--- config.mk ---
export PLATFORM = sky130hd
export DESIGN_NAME = xfer_ctrl_exec
export DESIGN_NICKNAME = d
export VERILOG_FILES = /design/src/exec_pkg.sv /design/src/regfile_if.sv /design/src/gp_regfile.sv /design/src/xfer_ctrl_exec.sv
export VERILOG_INCLUDE_DIRS = /design/src /design/src/src
export SDC_FILE = /design/constraint.sdc
export NUM_CORES = 1
export LEC_CHECK = 0
export ABC_CLOCK_PERIOD_IN_PS = 3500
export BUFFER_PORTS_ARGS = -buffer_cell sky130_fd_sc_hd__buf_4
export CELL_PAD_IN_SITES_DETAIL_PLACEMENT = 1
export CELL_PAD_IN_SITES_GLOBAL_PLACEMENT = 1
export CORE_UTILIZATION = 40
export CTS_BUF_LIST = sky130_fd_sc_hd__clkbuf_2 sky130_fd_sc_hd__clkbuf_4 sky130_fd_sc_hd__clkbuf_8
export DETAILED_ROUTE_END_ITERATION = 8
export GPL_TIMING_DRIVEN = 0
export PLACE_DENSITY = 0.78
export RECOVER_POWER = 100
export SYNTH_ARGS = -nofsm -noshare
export SYNTH_HDL_FRONTEND = slang
export SYNTH_SLANG_ARGS = --single-unit
--- constraint.sdc ---
create_clock -name clk_sys -period 3.5 [get_ports clk_sys]
set_input_delay 0.35 -clock clk_sys [delete_from_list [all_inputs] [get_ports clk_sys]]
set_output_delay 0.35 -clock clk_sys [all_outputs]
set_load 0.05 [all_outputs]
--- src/exec_params.svh ---
// Constants of the data-transfer and control execution unit.
// Assumes 32 general registers, pointer pairs in the top six.
`ifndef EXEC_PARAMS_SVH
`define EXEC_PARAMS_SVH

// ==========================================
// Register file layout
`define REG_LOW_WORD   5'h00
`define BASE_LOW       5'h00
`define BASE_X         5'h1A
`define BASE_Y         5'h1C
`define BASE_Z         5'h1E
`define REG_RESET      8'h00

// ==========================================
// Address arithmetic and reset values
`define PTR_STEP       16'h0001
`define WORD_RESET     16'h0000
`define BYTE_RESET     8'h00
`define SP_RESET       16'h00FF

`endif

--- src/exec_pkg.sv ---
// Types shared by the execution unit and its register file.
// Assumes the decoder upstream delivers one op_t per instruction.
package exec_pkg;
	typedef enum logic [4:0] {
		OP_IDLE_INSTR    = 5'h00,
		OP_LOAD_DISP     = 5'h01,
		OP_LOAD_DIRECT   = 5'h02,
		OP_STORE_IND     = 5'h03,
		OP_STORE_POSTINC = 5'h04,
		OP_STORE_PREDEC  = 5'h05,
		OP_STORE_DISP    = 5'h06,
		OP_STORE_DIRECT  = 5'h07,
		OP_PM_READ_LOW   = 5'h08,
		OP_PM_READ       = 5'h09,
		OP_PM_READ_INC   = 5'h0A,
		OP_PM_WRITE      = 5'h0B,
		OP_PUSH          = 5'h0C,
		OP_POP           = 5'h0D,
		OP_PORT_IN       = 5'h0E,
		OP_PORT_OUT      = 5'h0F,
		OP_SLEEP         = 5'h10,
		OP_WATCHDOG      = 5'h11,
		OP_BREAK         = 5'h12
	} op_t;

	typedef enum logic [1:0] {
		PTR_LOW = 2'b00,
		PTR_X   = 2'b01,
		PTR_Y   = 2'b10,
		PTR_Z   = 2'b11
	} ptr_t;

	typedef enum logic [2:0] {
		SEQ_IDLE = 3'b000,
		SEQ_MEM  = 3'b001,
		SEQ_PM1  = 3'b010,
		SEQ_PM2  = 3'b011,
		SEQ_PMW  = 3'b100,
		SEQ_BRK  = 3'b101
	} state_t;
endpackage : exec_pkg

--- src/regfile_if.sv ---
// Connection between the execution unit and the register file.
// Reads are combinational from the register array.
interface regfile_if;
	import exec_pkg::*;
	logic [4:0]  rd_idx;
	logic [7:0]  rd_data;
	ptr_t        pair_sel;
	logic [15:0] pair_data;
	logic [15:0] low_word;
	logic        wr_en;
	logic [4:0]  wr_idx;
	logic [7:0]  wr_data;
	logic        pw_en;
	ptr_t        pw_sel;
	logic [15:0] pw_data;

	modport ctrl (output rd_idx, pair_sel, wr_en, wr_idx, wr_data, pw_en, pw_sel, pw_data,
		input rd_data, pair_data, low_word);
	modport rf (input rd_idx, pair_sel, wr_en, wr_idx, wr_data, pw_en, pw_sel, pw_data,
		output rd_data, pair_data, low_word);
endinterface : regfile_if

--- src/gp_regfile.sv ---
// General register file: 32 bytes, pointer pairs read and written as words.
// Assumes byte and word writes never target the same pair in one cycle.
`include "exec_params.svh"

module gp_regfile
	import exec_pkg::*;
(
	// Clock and reset
	input  wire logic clk_sys,
	input  wire logic nrst,
	// Access from the execution unit
	regfile_if.rf     bus
);
	logic [7:0] regs_r [32];
	logic [4:0] rbase;
	logic [4:0] wbase;

	assign rbase = (bus.pair_sel == PTR_X) ? `BASE_X :
		(bus.pair_sel == PTR_Y) ? `BASE_Y :
		(bus.pair_sel == PTR_Z) ? `BASE_Z : `BASE_LOW;
	assign wbase = (bus.pw_sel == PTR_X) ? `BASE_X :
		(bus.pw_sel == PTR_Y) ? `BASE_Y :
		(bus.pw_sel == PTR_Z) ? `BASE_Z : `BASE_LOW;

	assign bus.rd_data   = regs_r[bus.rd_idx];
	assign bus.pair_data = {regs_r[rbase + 5'h01], regs_r[rbase]};
	assign bus.low_word  = {regs_r[`BASE_LOW + 5'h01], regs_r[`BASE_LOW]};

	// ==========================================
	// Storage; the word write lands after the byte write
	always_ff @(posedge clk_sys or negedge nrst) begin
		if (!nrst) begin
			for (int i = 0; i < 32; i++) regs_r[i] <= `REG_RESET;
		end else begin
			if (bus.wr_en) regs_r[bus.wr_idx] <= bus.wr_data;
			if (bus.pw_en) begin
				regs_r[wbase]         <= bus.pw_data[7:0];
				regs_r[wbase + 5'h01] <= bus.pw_data[15:8];
			end
		end
	end
endmodule : gp_regfile

--- src/xfer_ctrl_exec.sv ---
// Execution of data-transfer and processor-control instructions.
// Assumes data memory answers reads in the same cycle and program
// memory one cycle after its read strobe. Status flags are never written.
`include "exec_params.svh"

module xfer_ctrl_exec
	import exec_pkg::*;
(
	// Clock and reset
	input  wire logic        clk_sys,
	input  wire logic        nrst,
	// Decoded instruction
	input  wire logic        instr_valid,
	output wire logic        instr_ready,
	input  wire op_t         instr_op,
	input  wire logic [4:0]  instr_rd,
	input  wire logic [4:0]  instr_rr,
	input  wire ptr_t        instr_ptr,
	input  wire logic [5:0]  instr_disp,
	input  wire logic [15:0] instr_addr,
	input  wire logic [5:0]  instr_port,
	// Data memory and stack
	output wire logic [15:0] dmem_addr,
	output wire logic [7:0]  dmem_wdata,
	output wire logic        dmem_we,
	output wire logic        dmem_re,
	input  wire logic [7:0]  dmem_rdata,
	output wire logic [15:0] stack_ptr,
	// Program memory
	output wire logic [15:0] pmem_addr,
	output wire logic        pmem_re,
	input  wire logic [7:0]  pmem_rdata,
	output wire logic        pmem_we,
	output wire logic [15:0] pmem_wdata,
	input  wire logic        pmem_done,
	// I/O space
	output wire logic [5:0]  io_addr,
	output wire logic [7:0]  io_wdata,
	output wire logic        io_we,
	output wire logic        io_re,
	input  wire logic [7:0]  io_rdata,
	// Control pulses
	output wire logic        sleep_req,
	output wire logic        wdt_restart,
	output wire logic        break_req,
	input  wire logic        debug_resume
);
	regfile_if rf ();
	gp_regfile u_rf (.clk_sys(clk_sys), .nrst(nrst), .bus(rf.rf));

	state_t      state_r, state_nxt;
	logic [4:0]  rd_r;
	logic        ptr_upd_r;
	ptr_t        ptr_sel_r;
	logic [15:0] ptr_new_r, dmem_addr_r, pmem_addr_r, pmem_wdata_r, sp_r;
	logic [7:0]  dmem_wdata_r;
	logic        dmem_we_r, dmem_re_r, pmem_re_r, pmem_we_r;

	// ==========================================
	// Decode of the accepted instruction
	wire         acc      = instr_valid && instr_ready;
	wire         is_store = instr_op inside {OP_STORE_IND, OP_STORE_POSTINC, OP_STORE_PREDEC,
		OP_STORE_DISP, OP_STORE_DIRECT, OP_PUSH};
	wire         is_load  = instr_op inside {OP_LOAD_DISP, OP_LOAD_DIRECT, OP_POP};
	wire         is_pmr   = instr_op inside {OP_PM_READ_LOW, OP_PM_READ, OP_PM_READ_INC};
	wire         uses_z   = is_pmr || instr_op inside {OP_LOAD_DISP, OP_PM_WRITE};
	wire         ptr_upd  = instr_op inside {OP_STORE_POSTINC, OP_STORE_PREDEC, OP_PM_READ_INC};
	wire [15:0]  ptr      = rf.pair_data;
	wire [15:0]  disp16   = 16'(instr_disp);
	wire [15:0]  ptr_inc  = ptr + `PTR_STEP;
	wire [15:0]  ptr_dec  = ptr - `PTR_STEP;
	wire [15:0]  sp_inc   = sp_r + `PTR_STEP;
	wire [15:0]  sp_dec   = sp_r - `PTR_STEP;
	wire [15:0]  ea;
	wire [4:0]   dest     = (instr_op == OP_PM_READ_LOW) ? `REG_LOW_WORD : instr_rd;

	assign ea = (instr_op inside {OP_LOAD_DISP, OP_STORE_DISP}) ? ptr + disp16 :
		(instr_op inside {OP_LOAD_DIRECT, OP_STORE_DIRECT}) ? instr_addr :
		(instr_op == OP_STORE_PREDEC) ? ptr_dec :
		(instr_op == OP_PUSH) ? sp_r :
		(instr_op == OP_POP) ? sp_inc : ptr;

	assign instr_ready = (state_r == SEQ_IDLE);
	assign rf.pair_sel = uses_z ? PTR_Z : instr_ptr;
	assign rf.rd_idx   = instr_rr;

	// ==========================================
	// Register write-back; flags have no write path at all
	wire in_wr  = acc && instr_op == OP_PORT_IN;
	wire mem_wr = state_r == SEQ_MEM && dmem_re_r;
	wire pm_wr  = state_r == SEQ_PM2;
	assign rf.wr_en   = in_wr || mem_wr || pm_wr;
	assign rf.wr_idx  = in_wr ? instr_rd : rd_r;
	assign rf.wr_data = in_wr ? io_rdata : mem_wr ? dmem_rdata : pmem_rdata;
	assign rf.pw_en   = ptr_upd_r && (state_r == SEQ_MEM || pm_wr);
	assign rf.pw_sel  = ptr_sel_r;
	assign rf.pw_data = ptr_new_r;

	// ==========================================
	// Port and control outputs act in the accepting cycle
	assign io_addr     = instr_port;
	assign io_wdata    = rf.rd_data;
	assign io_we       = acc && instr_op == OP_PORT_OUT;
	assign io_re       = in_wr;
	assign sleep_req   = acc && instr_op == OP_SLEEP;
	assign wdt_restart = acc && instr_op == OP_WATCHDOG;
	assign break_req   = acc && instr_op == OP_BREAK;

	assign dmem_addr  = dmem_addr_r;
	assign dmem_wdata = dmem_wdata_r;
	assign dmem_we    = dmem_we_r;
	assign dmem_re    = dmem_re_r;
	assign stack_ptr  = sp_r;
	assign pmem_addr  = pmem_addr_r;
	assign pmem_re    = pmem_re_r;
	assign pmem_we    = pmem_we_r;
	assign pmem_wdata = pmem_wdata_r;

	// ==========================================
	// Sequencer
	always_comb begin
		state_nxt = state_r;
		unique case (state_r)
			SEQ_IDLE: begin
				if (acc && (is_load || is_store)) state_nxt = SEQ_MEM;
				else if (acc && is_pmr) state_nxt = SEQ_PM1;
				else if (acc && instr_op == OP_PM_WRITE) state_nxt = SEQ_PMW;
				else if (acc && instr_op == OP_BREAK) state_nxt = SEQ_BRK;
			end
			SEQ_MEM: state_nxt = SEQ_IDLE;
			SEQ_PM1: state_nxt = SEQ_PM2;
			SEQ_PM2: state_nxt = SEQ_IDLE;
			SEQ_PMW: begin
				if (pmem_done) state_nxt = SEQ_IDLE;
			end
			SEQ_BRK: begin
				if (debug_resume) state_nxt = SEQ_IDLE;
			end
			default: state_nxt = SEQ_IDLE;
		endcase
	end

	always_ff @(posedge clk_sys or negedge nrst) begin
		if (!nrst) state_r <= SEQ_IDLE;
		else state_r <= state_nxt;
	end

	// Operands latched at acceptance so the second cycle sees stable values
	always_ff @(posedge clk_sys or negedge nrst) begin
		if (!nrst) begin
			rd_r         <= `REG_LOW_WORD;
			ptr_upd_r    <= 1'b0;
			ptr_sel_r    <= PTR_LOW;
			ptr_new_r    <= `WORD_RESET;
			dmem_addr_r  <= `WORD_RESET;
			dmem_wdata_r <= `BYTE_RESET;
		end else if (acc) begin
			rd_r         <= dest;
			ptr_upd_r    <= ptr_upd;
			ptr_sel_r    <= rf.pair_sel;
			ptr_new_r    <= (instr_op == OP_STORE_PREDEC) ? ptr_dec : ptr_inc;
			dmem_addr_r  <= ea;
			dmem_wdata_r <= rf.rd_data;
		end
	end

	always_ff @(posedge clk_sys or negedge nrst) begin
		if (!nrst) begin
			dmem_we_r <= 1'b0;
			dmem_re_r <= 1'b0;
			pmem_re_r <= 1'b0;
			sp_r      <= `SP_RESET;
		end else begin
			dmem_we_r <= acc && is_store;
			dmem_re_r <= acc && is_load;
			pmem_re_r <= acc && is_pmr;
			if (acc && instr_op == OP_PUSH) sp_r <= sp_dec;
			else if (acc && instr_op == OP_POP) sp_r <= sp_inc;
		end
	end

	// Program write strobe holds until the memory reports completion
	always_ff @(posedge clk_sys or negedge nrst) begin
		if (!nrst) begin
			pmem_we_r    <= 1'b0;
			pmem_addr_r  <= `WORD_RESET;
			pmem_wdata_r <= `WORD_RESET;
		end else if (acc && (is_pmr || instr_op == OP_PM_WRITE)) begin
			pmem_we_r    <= instr_op == OP_PM_WRITE;
			pmem_addr_r  <= ptr;
			pmem_wdata_r <= rf.low_word;
		end else if (pmem_done) begin
			pmem_we_r    <= 1'b0;
		end
	end
endmodule : xfer_ctrl_exec

==> metrics.txt, run 1 <==
status finished with violations; failing checks capacitance limit, slew limit, setup timing; antenna-violating nets left 0; first-pass detailed-route iteration total 5; worst hold stages 3; hold crit path type in -> reg; Routed WL 75.73 mm; global route overflow 0; Worst-Skew Late Latency ~0.68 ns; Tot Pwr 17.53 mW; Worst setup SP type flop; # port buffers 155; Peak VDD IR approximately 0.37 mV; CTS root buf clkbuf_8; adder-cell share of the synthesized area less than 1%; I/O pins 170; XOR/XNOR share of the synthesized area 1.788%; Cell Pwr Density ~750 nW/µm²; CTS Buf Count 67; Die Width 226.1 µm; post-synth top area cell dfrtp_1; Multi-input gate area 10510 µm²; multiplexer share of the synthesized area 26.18%; Layout Cells excl Fill 2740; via count 17000; fin util between 40% and 50%; Final Instance Area between 20000 and 25000 µm²; Netlist cell types 84; Setup-failing EPs final 1; Fin. Hold Viols 0; Worst Path Arrival 4.05 ns; period utilisation layout 100.8%; RSZ-0062 raised after global routing true; Mapped Area about 20000 µm²; worst-margin pin slew 1.733 ns; Slew headroom -15.52%; DP Area 22180 µm²; Global Route Usage Sum between 20% and 30%; FMAX 283.6 MHz; CP max stage delay 0.52 ns; core area 49250 µm²; Synth Area in Compound Gates 10.84%; largest family of logic cells by synthesized area multiplexers; Seq/Total Area, Yosys 44.78%; placed cells 2608; worst path cell trace mux2i_2, o2bb2ai_1, nand2_1, and2_2, inv_1, fa_1, a21o_1, a21oi_2, o21bai_1, a21oi_1, nor2_1, xnor2_1, a221o_1; simple-gate area share of the yosys netlist 12.50%; DR iter-0 viols 1645; FF/Latch Area 8995 µm²; first-pass GRT wire length 111.8 mm; Async SR Flop Fraction 100.0%; R2R depth 13; hpwl dp 54.70 mm; Yosys top cell area share between 40% and 50%; top-count cell post-synth dfrtp_1; Syn Area/Cell between 10 and 15 µm²; CTS H-tree depth 3; peak fanout along the critical path 4; clock tree sinks 359; Avg WL per Cell 27.64 µm; drt drc 0; Synth area leaders dfrtp_1, mux2_2, mux4_2; slowest stage cell on the critical path dfrtp_1; largest net degree at the start of global routing roughly 120; synth cell count leaders dfrtp_1, mux2_2, nand2_1, nor2_1, o21ai_0; area growth from synthesis to layout 16.81%; FF+latch count, synth approximately 360; Lkg Pwr 9.783 nW; Layout Nets ~2100; Ys Warns 0; post-layout min period 3.526 ns; Synth Flop Type dfrtp_1; Worst Slack Setup Final -0.02627 ns; CTS tree done; Crit Path Class reg -> reg; initial antenna violation count 6; syn_nets 1871; Initial Utilization 40.78%; fraction of layout cells with a size suffix above 1 30.41%; clock slew at reported path FFs 0.06 ns; Worst setup EP type flop; Die Ht 226.1 µm; EDFF count, synth 0; max cap viols 2; maximum root-to-sink buffer count 3; fillers 5449; fin. max-slew vios 239; Die Area 51110 µm²; Required @ worst endpoint ~4.0 ns; # rows between 80 and 90; number of global-route vias before repair 17379; Fin Clk Skew 0.04495 ns; vias per cell 6.204; cell count after synthesis 1786; GPL Wtd Cong 0.9531
[path summary, 6_finish.rpt]
| kind | startpoint | endpoint | slack (ns) |
|---|---|---|---|
| worst max-delay path | u_rf.bus.low_word[1] | dmem_addr[12] | -0.03 |
| worst min-delay path | instr_addr[5] | dmem_addr[5] | 0.03 |
| worst max register to register | u_rf.bus.low_word[1] | dmem_addr[12] | -0.03 |
| worst min register to register | dmem_wdata[1] | dmem_wdata[1] | 0.48 |
| max in group asynchronous | nrst | asynchronous set/reset pin | 0.56 |
| min in group asynchronous | nrst | dmem_we | 0.30 |
[repair_timing]
action                                  4_1_cts  5_1_grt
gates resized for setup                      30       52
hold buffers                                  9        0
pin swaps                                     0        4
hold endpoints to repair                    256        0
setup buffers                                 0        3
endpoints found under the setup margin      150      198
[report_power, final]
part / switching, mW / internal, mW
logic: 4.32 / 2.20
clock network: 1.98 / 2.37
registers: 1.29 / 5.37
[per-stage QoR]
stage          TNS [ns]  setup WS, ns  hold slack, ns
2_1_floorplan         0        0.2246         0.05441
3_3_place_gp    -479.37        -1.336          0.4622
3_5_place_dp     -28.85       -0.9343          0.1865
4_1_cts               0      0.006116        0.006213
5_1_grt         -0.8636      -0.06402         0.08500
6_report       -0.02627      -0.02627         0.02855
[critical path, delay by kind of cell (launching register included)]
kind                     cells  cell delay, ns
AO/OA/AOI/OAI                6            1.31
XOR/XNOR                     1            0.16
adder cells (fa/ha/maj)      1            0.47
buffers and inverters        1            0.18
flip-flops                   1            0.52
multiplexers                 1            0.29
AND/OR/NAND/NOR              3            0.46
[metal layers]
metal	up-vias	global-route usage [%]	share of wire, %
met5	-	0	0.063
met1	8744	39.53	41
li1	7083	-	-
met4	8	14.06	4.6
met2	916	45.02	45
met3	249	7.572	9.4
[cells in the final DEF (no fill, tap or decap), types with 68 or more instances in the layout]
cell      synthesis  layout
mux4_2           80      80
clkbuf_8          0      79
mux2i_1          91      88
dfrtp_1         351     350
clkbuf_1         88     152
buf_4            10      81
nor2_1           99      99
a21oi_1          69      68
nand2_1         198     197
mux2_2          218     218
o21ai_0          93      86
[layout make-up]
cell class	instances	share of cell area (%)
multi-input cells	1279	44.80
flip-flops and latches	359	38.34
clock buffers	100	5.306
diodes	1	0.01067
clock inverters	19	0.6773
well taps	664	3.541
plain buffers	137	2.896
inverters	11	0.1760
repair buffers	170	4.261
[cell families after synthesis]
logic type | after synthesis
AO/OA/AOI/OAI | 338
XOR/XNOR | 41
adder cells (fa/ha/maj) | 11
buffers and inverters | 148
flip-flops | 359
multiplexers | 397
AND/OR/NAND/NOR | 492
No activity file was read; power rests on OpenSTA's default activity.
==> inputs of run 2 (changes only) <==
--- a/config.mk
+++ b/config.mk
@@ -6,12 +6,12 @@
 export SDC_FILE = /design/constraint.sdc
 export NUM_CORES = 1
 export LEC_CHECK = 0
-export ABC_CLOCK_PERIOD_IN_PS = 3500
+export ABC_CLOCK_PERIOD_IN_PS = 4000
 export BUFFER_PORTS_ARGS = -buffer_cell sky130_fd_sc_hd__buf_4
 export CELL_PAD_IN_SITES_DETAIL_PLACEMENT = 1
 export CELL_PAD_IN_SITES_GLOBAL_PLACEMENT = 1
 export CORE_UTILIZATION = 40
-export CTS_BUF_LIST = sky130_fd_sc_hd__clkbuf_2 sky130_fd_sc_hd__clkbuf_4 sky130_fd_sc_hd__clkbuf_8
+export CTS_BUF_LIST = sky130_fd_sc_hd__clkbuf_8
 export DETAILED_ROUTE_END_ITERATION = 8
 export GPL_TIMING_DRIVEN = 0
 export PLACE_DENSITY = 0.78
==> constraint.sdc (replaced) <==
create_clock -name clk_sys -period 4 [get_ports clk_sys]
set_input_delay 0.4 -clock clk_sys [delete_from_list [all_inputs] [get_ports clk_sys]]
set_output_delay 0.4 -clock clk_sys [all_outputs]
set_load 0.05 [all_outputs]
==> run 2 against run 1 <==
  * The run ends with capacitance limit, slew limit left
  * Clock power decreased by 14%
  * Global-route usage grew 0.75 points
  * Sequential share of layout area grew 0.38 points
  * Die area did not move
  * Setup slack improved by 0.095 ns
  * Non-clock buffer count is 10 lower
  * Total power shrank 13%
  * Routed wire length is 1.2% higher
  * Combinational power is 14% lower
  * Highest routed layer unchanged
==> metrics.txt, run 2 (same netlist as run 1, synthesis figures left out) <==
Worst Setup SP instr_rr[0]; worst-margin pin slew 1.893 ns (+0.1600 ns); Layout Nets 2100 (-0.47%); Worst Path Arrival 3.53 ns (-0.52 ns); DP Area 22180 µm² (about the same); core area 49250 µm² (unchanged); post-layout min period 3.932 ns; GPL Wtd Cong 0.9736 (+2.2%); number of global-route vias before repair 17821 (+2.5%); fraction of layout cells with a size suffix above 1 26.92% (-3.5 points); ANT cells 0 (-1); Required @ worst endpoint 3.60 ns (-0.43 ns); Multi-input gate area 10410 µm² (-0.94%); CTS root buf clkbuf_8; Cell Pwr Density 653.2 nW/µm² (-13%); area growth from synthesis to layout 15.65%; clock slew at reported path FFs 0.06 ns (about the same); global route overflow 0 (unchanged); DR iter-0 viols 1585 (-3.6%); Avg WL per Cell 28.07 µm (+1.6%); hold slack 0.03066 ns (+0.002104 ns); Fin. Hold Viols 0 (unchanged); Final Instance Area 23230 µm² (-0.99%); most frequent cells in the layout dfrtp_1, mux2_2, nand2_1; Initial Utilization 40.78% (unchanged); FMAX 254.3 MHz; I/O pins 170 (unchanged); commonest non-fill, non-tap cell in the layout dfrtp_1; Tot Pwr 15.17 mW (-13%); first-pass detailed-route iteration total 5 (unchanged); # rows 81 (unchanged); Crit Path Class in -> out; hold crit path type in -> reg; fin util 47.16% (-0.47 points); Worst setup SP type primary input; hpwl dp 56.00 mm (+2.4%); CTS Buf Count 67 (unchanged); peak fanout along the critical path 10 (+6); initial antenna violation count 3 (-3); fillers 5452 (+0.055%); CTS tree done; Fin Clk Skew 0.04988 ns (+0.004936 ns); drt drc 0 (unchanged); Global Route Usage Sum 30.39% (+0.75 points); Peak VDD IR 0.3339 mV (-10%); Die Area 51110 µm² (unchanged); Worst setup EP type output port; Slew headroom -26.19% (-11 points); CTS H-tree depth 3 (unchanged); largest net degree at the start of global routing 123 (+0.82%); first-pass GRT wire length 114.6 mm (+2.5%); max cap viols 1 (-1); Worst-Skew Late Latency 0.68 ns (about the same); vias per cell 6.243 (+0.63%); Setup-failing EPs final 0 (-1); R2R setup slack 0.15 ns (+0.18 ns); # port buffers 155 (unchanged); status finished with violations; Die Ht 226.1 µm (unchanged); placed cells 2608 (unchanged); R2R depth 10 (-3); clock tree sinks 359 (unchanged); reg2reg end u_rf.regs_r[15]; fin. max-slew vios 68 (-72%); via count 17038 (+0.22%); Die Width 226.1 µm (unchanged); maximum root-to-sink buffer count 3 (unchanged); FF/Latch Area 8994 µm² (about the same); Layout Cells excl Fill 2729 (-0.40%); period utilisation layout 98.29%; Routed WL 76.61 mm (+1.2%); worst setup path end io_wdata[0]; antenna-violating nets left 0 (unchanged); failing checks capacitance limit, slew limit; Lkg Pwr 9.676 nW (-1.1%); R2R Path Start state_r[0]; RSZ-0062 raised after global routing false
-- run 2: cell count changes in the layout (fill, tap and decap cells not counted), sizes merged --
cell,delta
buf,-10
bufinv,-1
clkbuf,-3
clkdlybuf4s15,-1
clkinv,-8
clkinvlp,+1
diode,-1
dlygate4sd3,-7
inv,+19
-- run 2: power breakdown --
part | switching [mW] | internal (mW) | leakage, nW
Combinational | 3.73 | 1.85 | 4.46
Clock | 1.75 | 2.01 | 0.777
Sequential | 1.13 | 4.70 | 4.43
Total | 6.61 | 8.56 | 9.68
-- run 2: worst min path at each step --
stage                                       endpoint  cells past startpoint  slack (ns)     startpoint
after floorplan           asynchronous set/reset pin                      0        0.10           nrst
after global placement                 dmem_wdata[6]                      2        0.46  dmem_wdata[6]
after detailed placement               stack_ptr[11]                      1        0.39           nrst
after CTS                                    rd_r[3]                      2       0.001    instr_rd[3]
after global routing                         rd_r[3]                      2        0.03    instr_rd[3]
final                                     state_r[1]                      3        0.03      pmem_done
-- run 2: final cells by class --
class,count,area share [%]
Clock buffer,89,5.273
Buffer,137,2.731
Timing Repair Buffer,160,3.997
Multi-Input combinational cell,1279,44.82
Sequential cell,359,38.72
Clock inverter,30,0.7110
Inverter,11,0.1777
Tap cell,664,3.576
-- run 2: per-layer routing --
layer	part of all wire, %	vias up	track usage [%]
met5	0.035	-	0
met4	4.5	4	13.69
met3	8.7	198	6.349
met2	45	933	47.47
met1	42	8833	40.60
li1	-	7070	-
-- run 2: worst max-delay path, stage by stage --
cell and delay, ns:
clkbuf_1 0.66, clkdlybuf4s15_2 0.63, mux4_2 0.69, mux4_2 0.54, mux2_2 0.35, clkbuf_4 0.23
-- run 2: stage by stage --
stage | setup slack (ns) | TNS, ns
2_1_floorplan | 0.3847 | 0
6_report | 0.06826 | 0
4_1_cts | 0.01270 | 0
5_1_grt | 0.03922 | 0
3_5_place_dp | -0.4406 | -2.033
3_3_place_gp | -0.9446 | -311.43
-- run 2: what timing repair did --
action,CTS,global route
gates cloned,0,0
hold endpoints to repair,60,0
hold buffers,2,0
gates resized for setup,10,3
buffers inserted,0,0
setup endpoints to repair,8,10
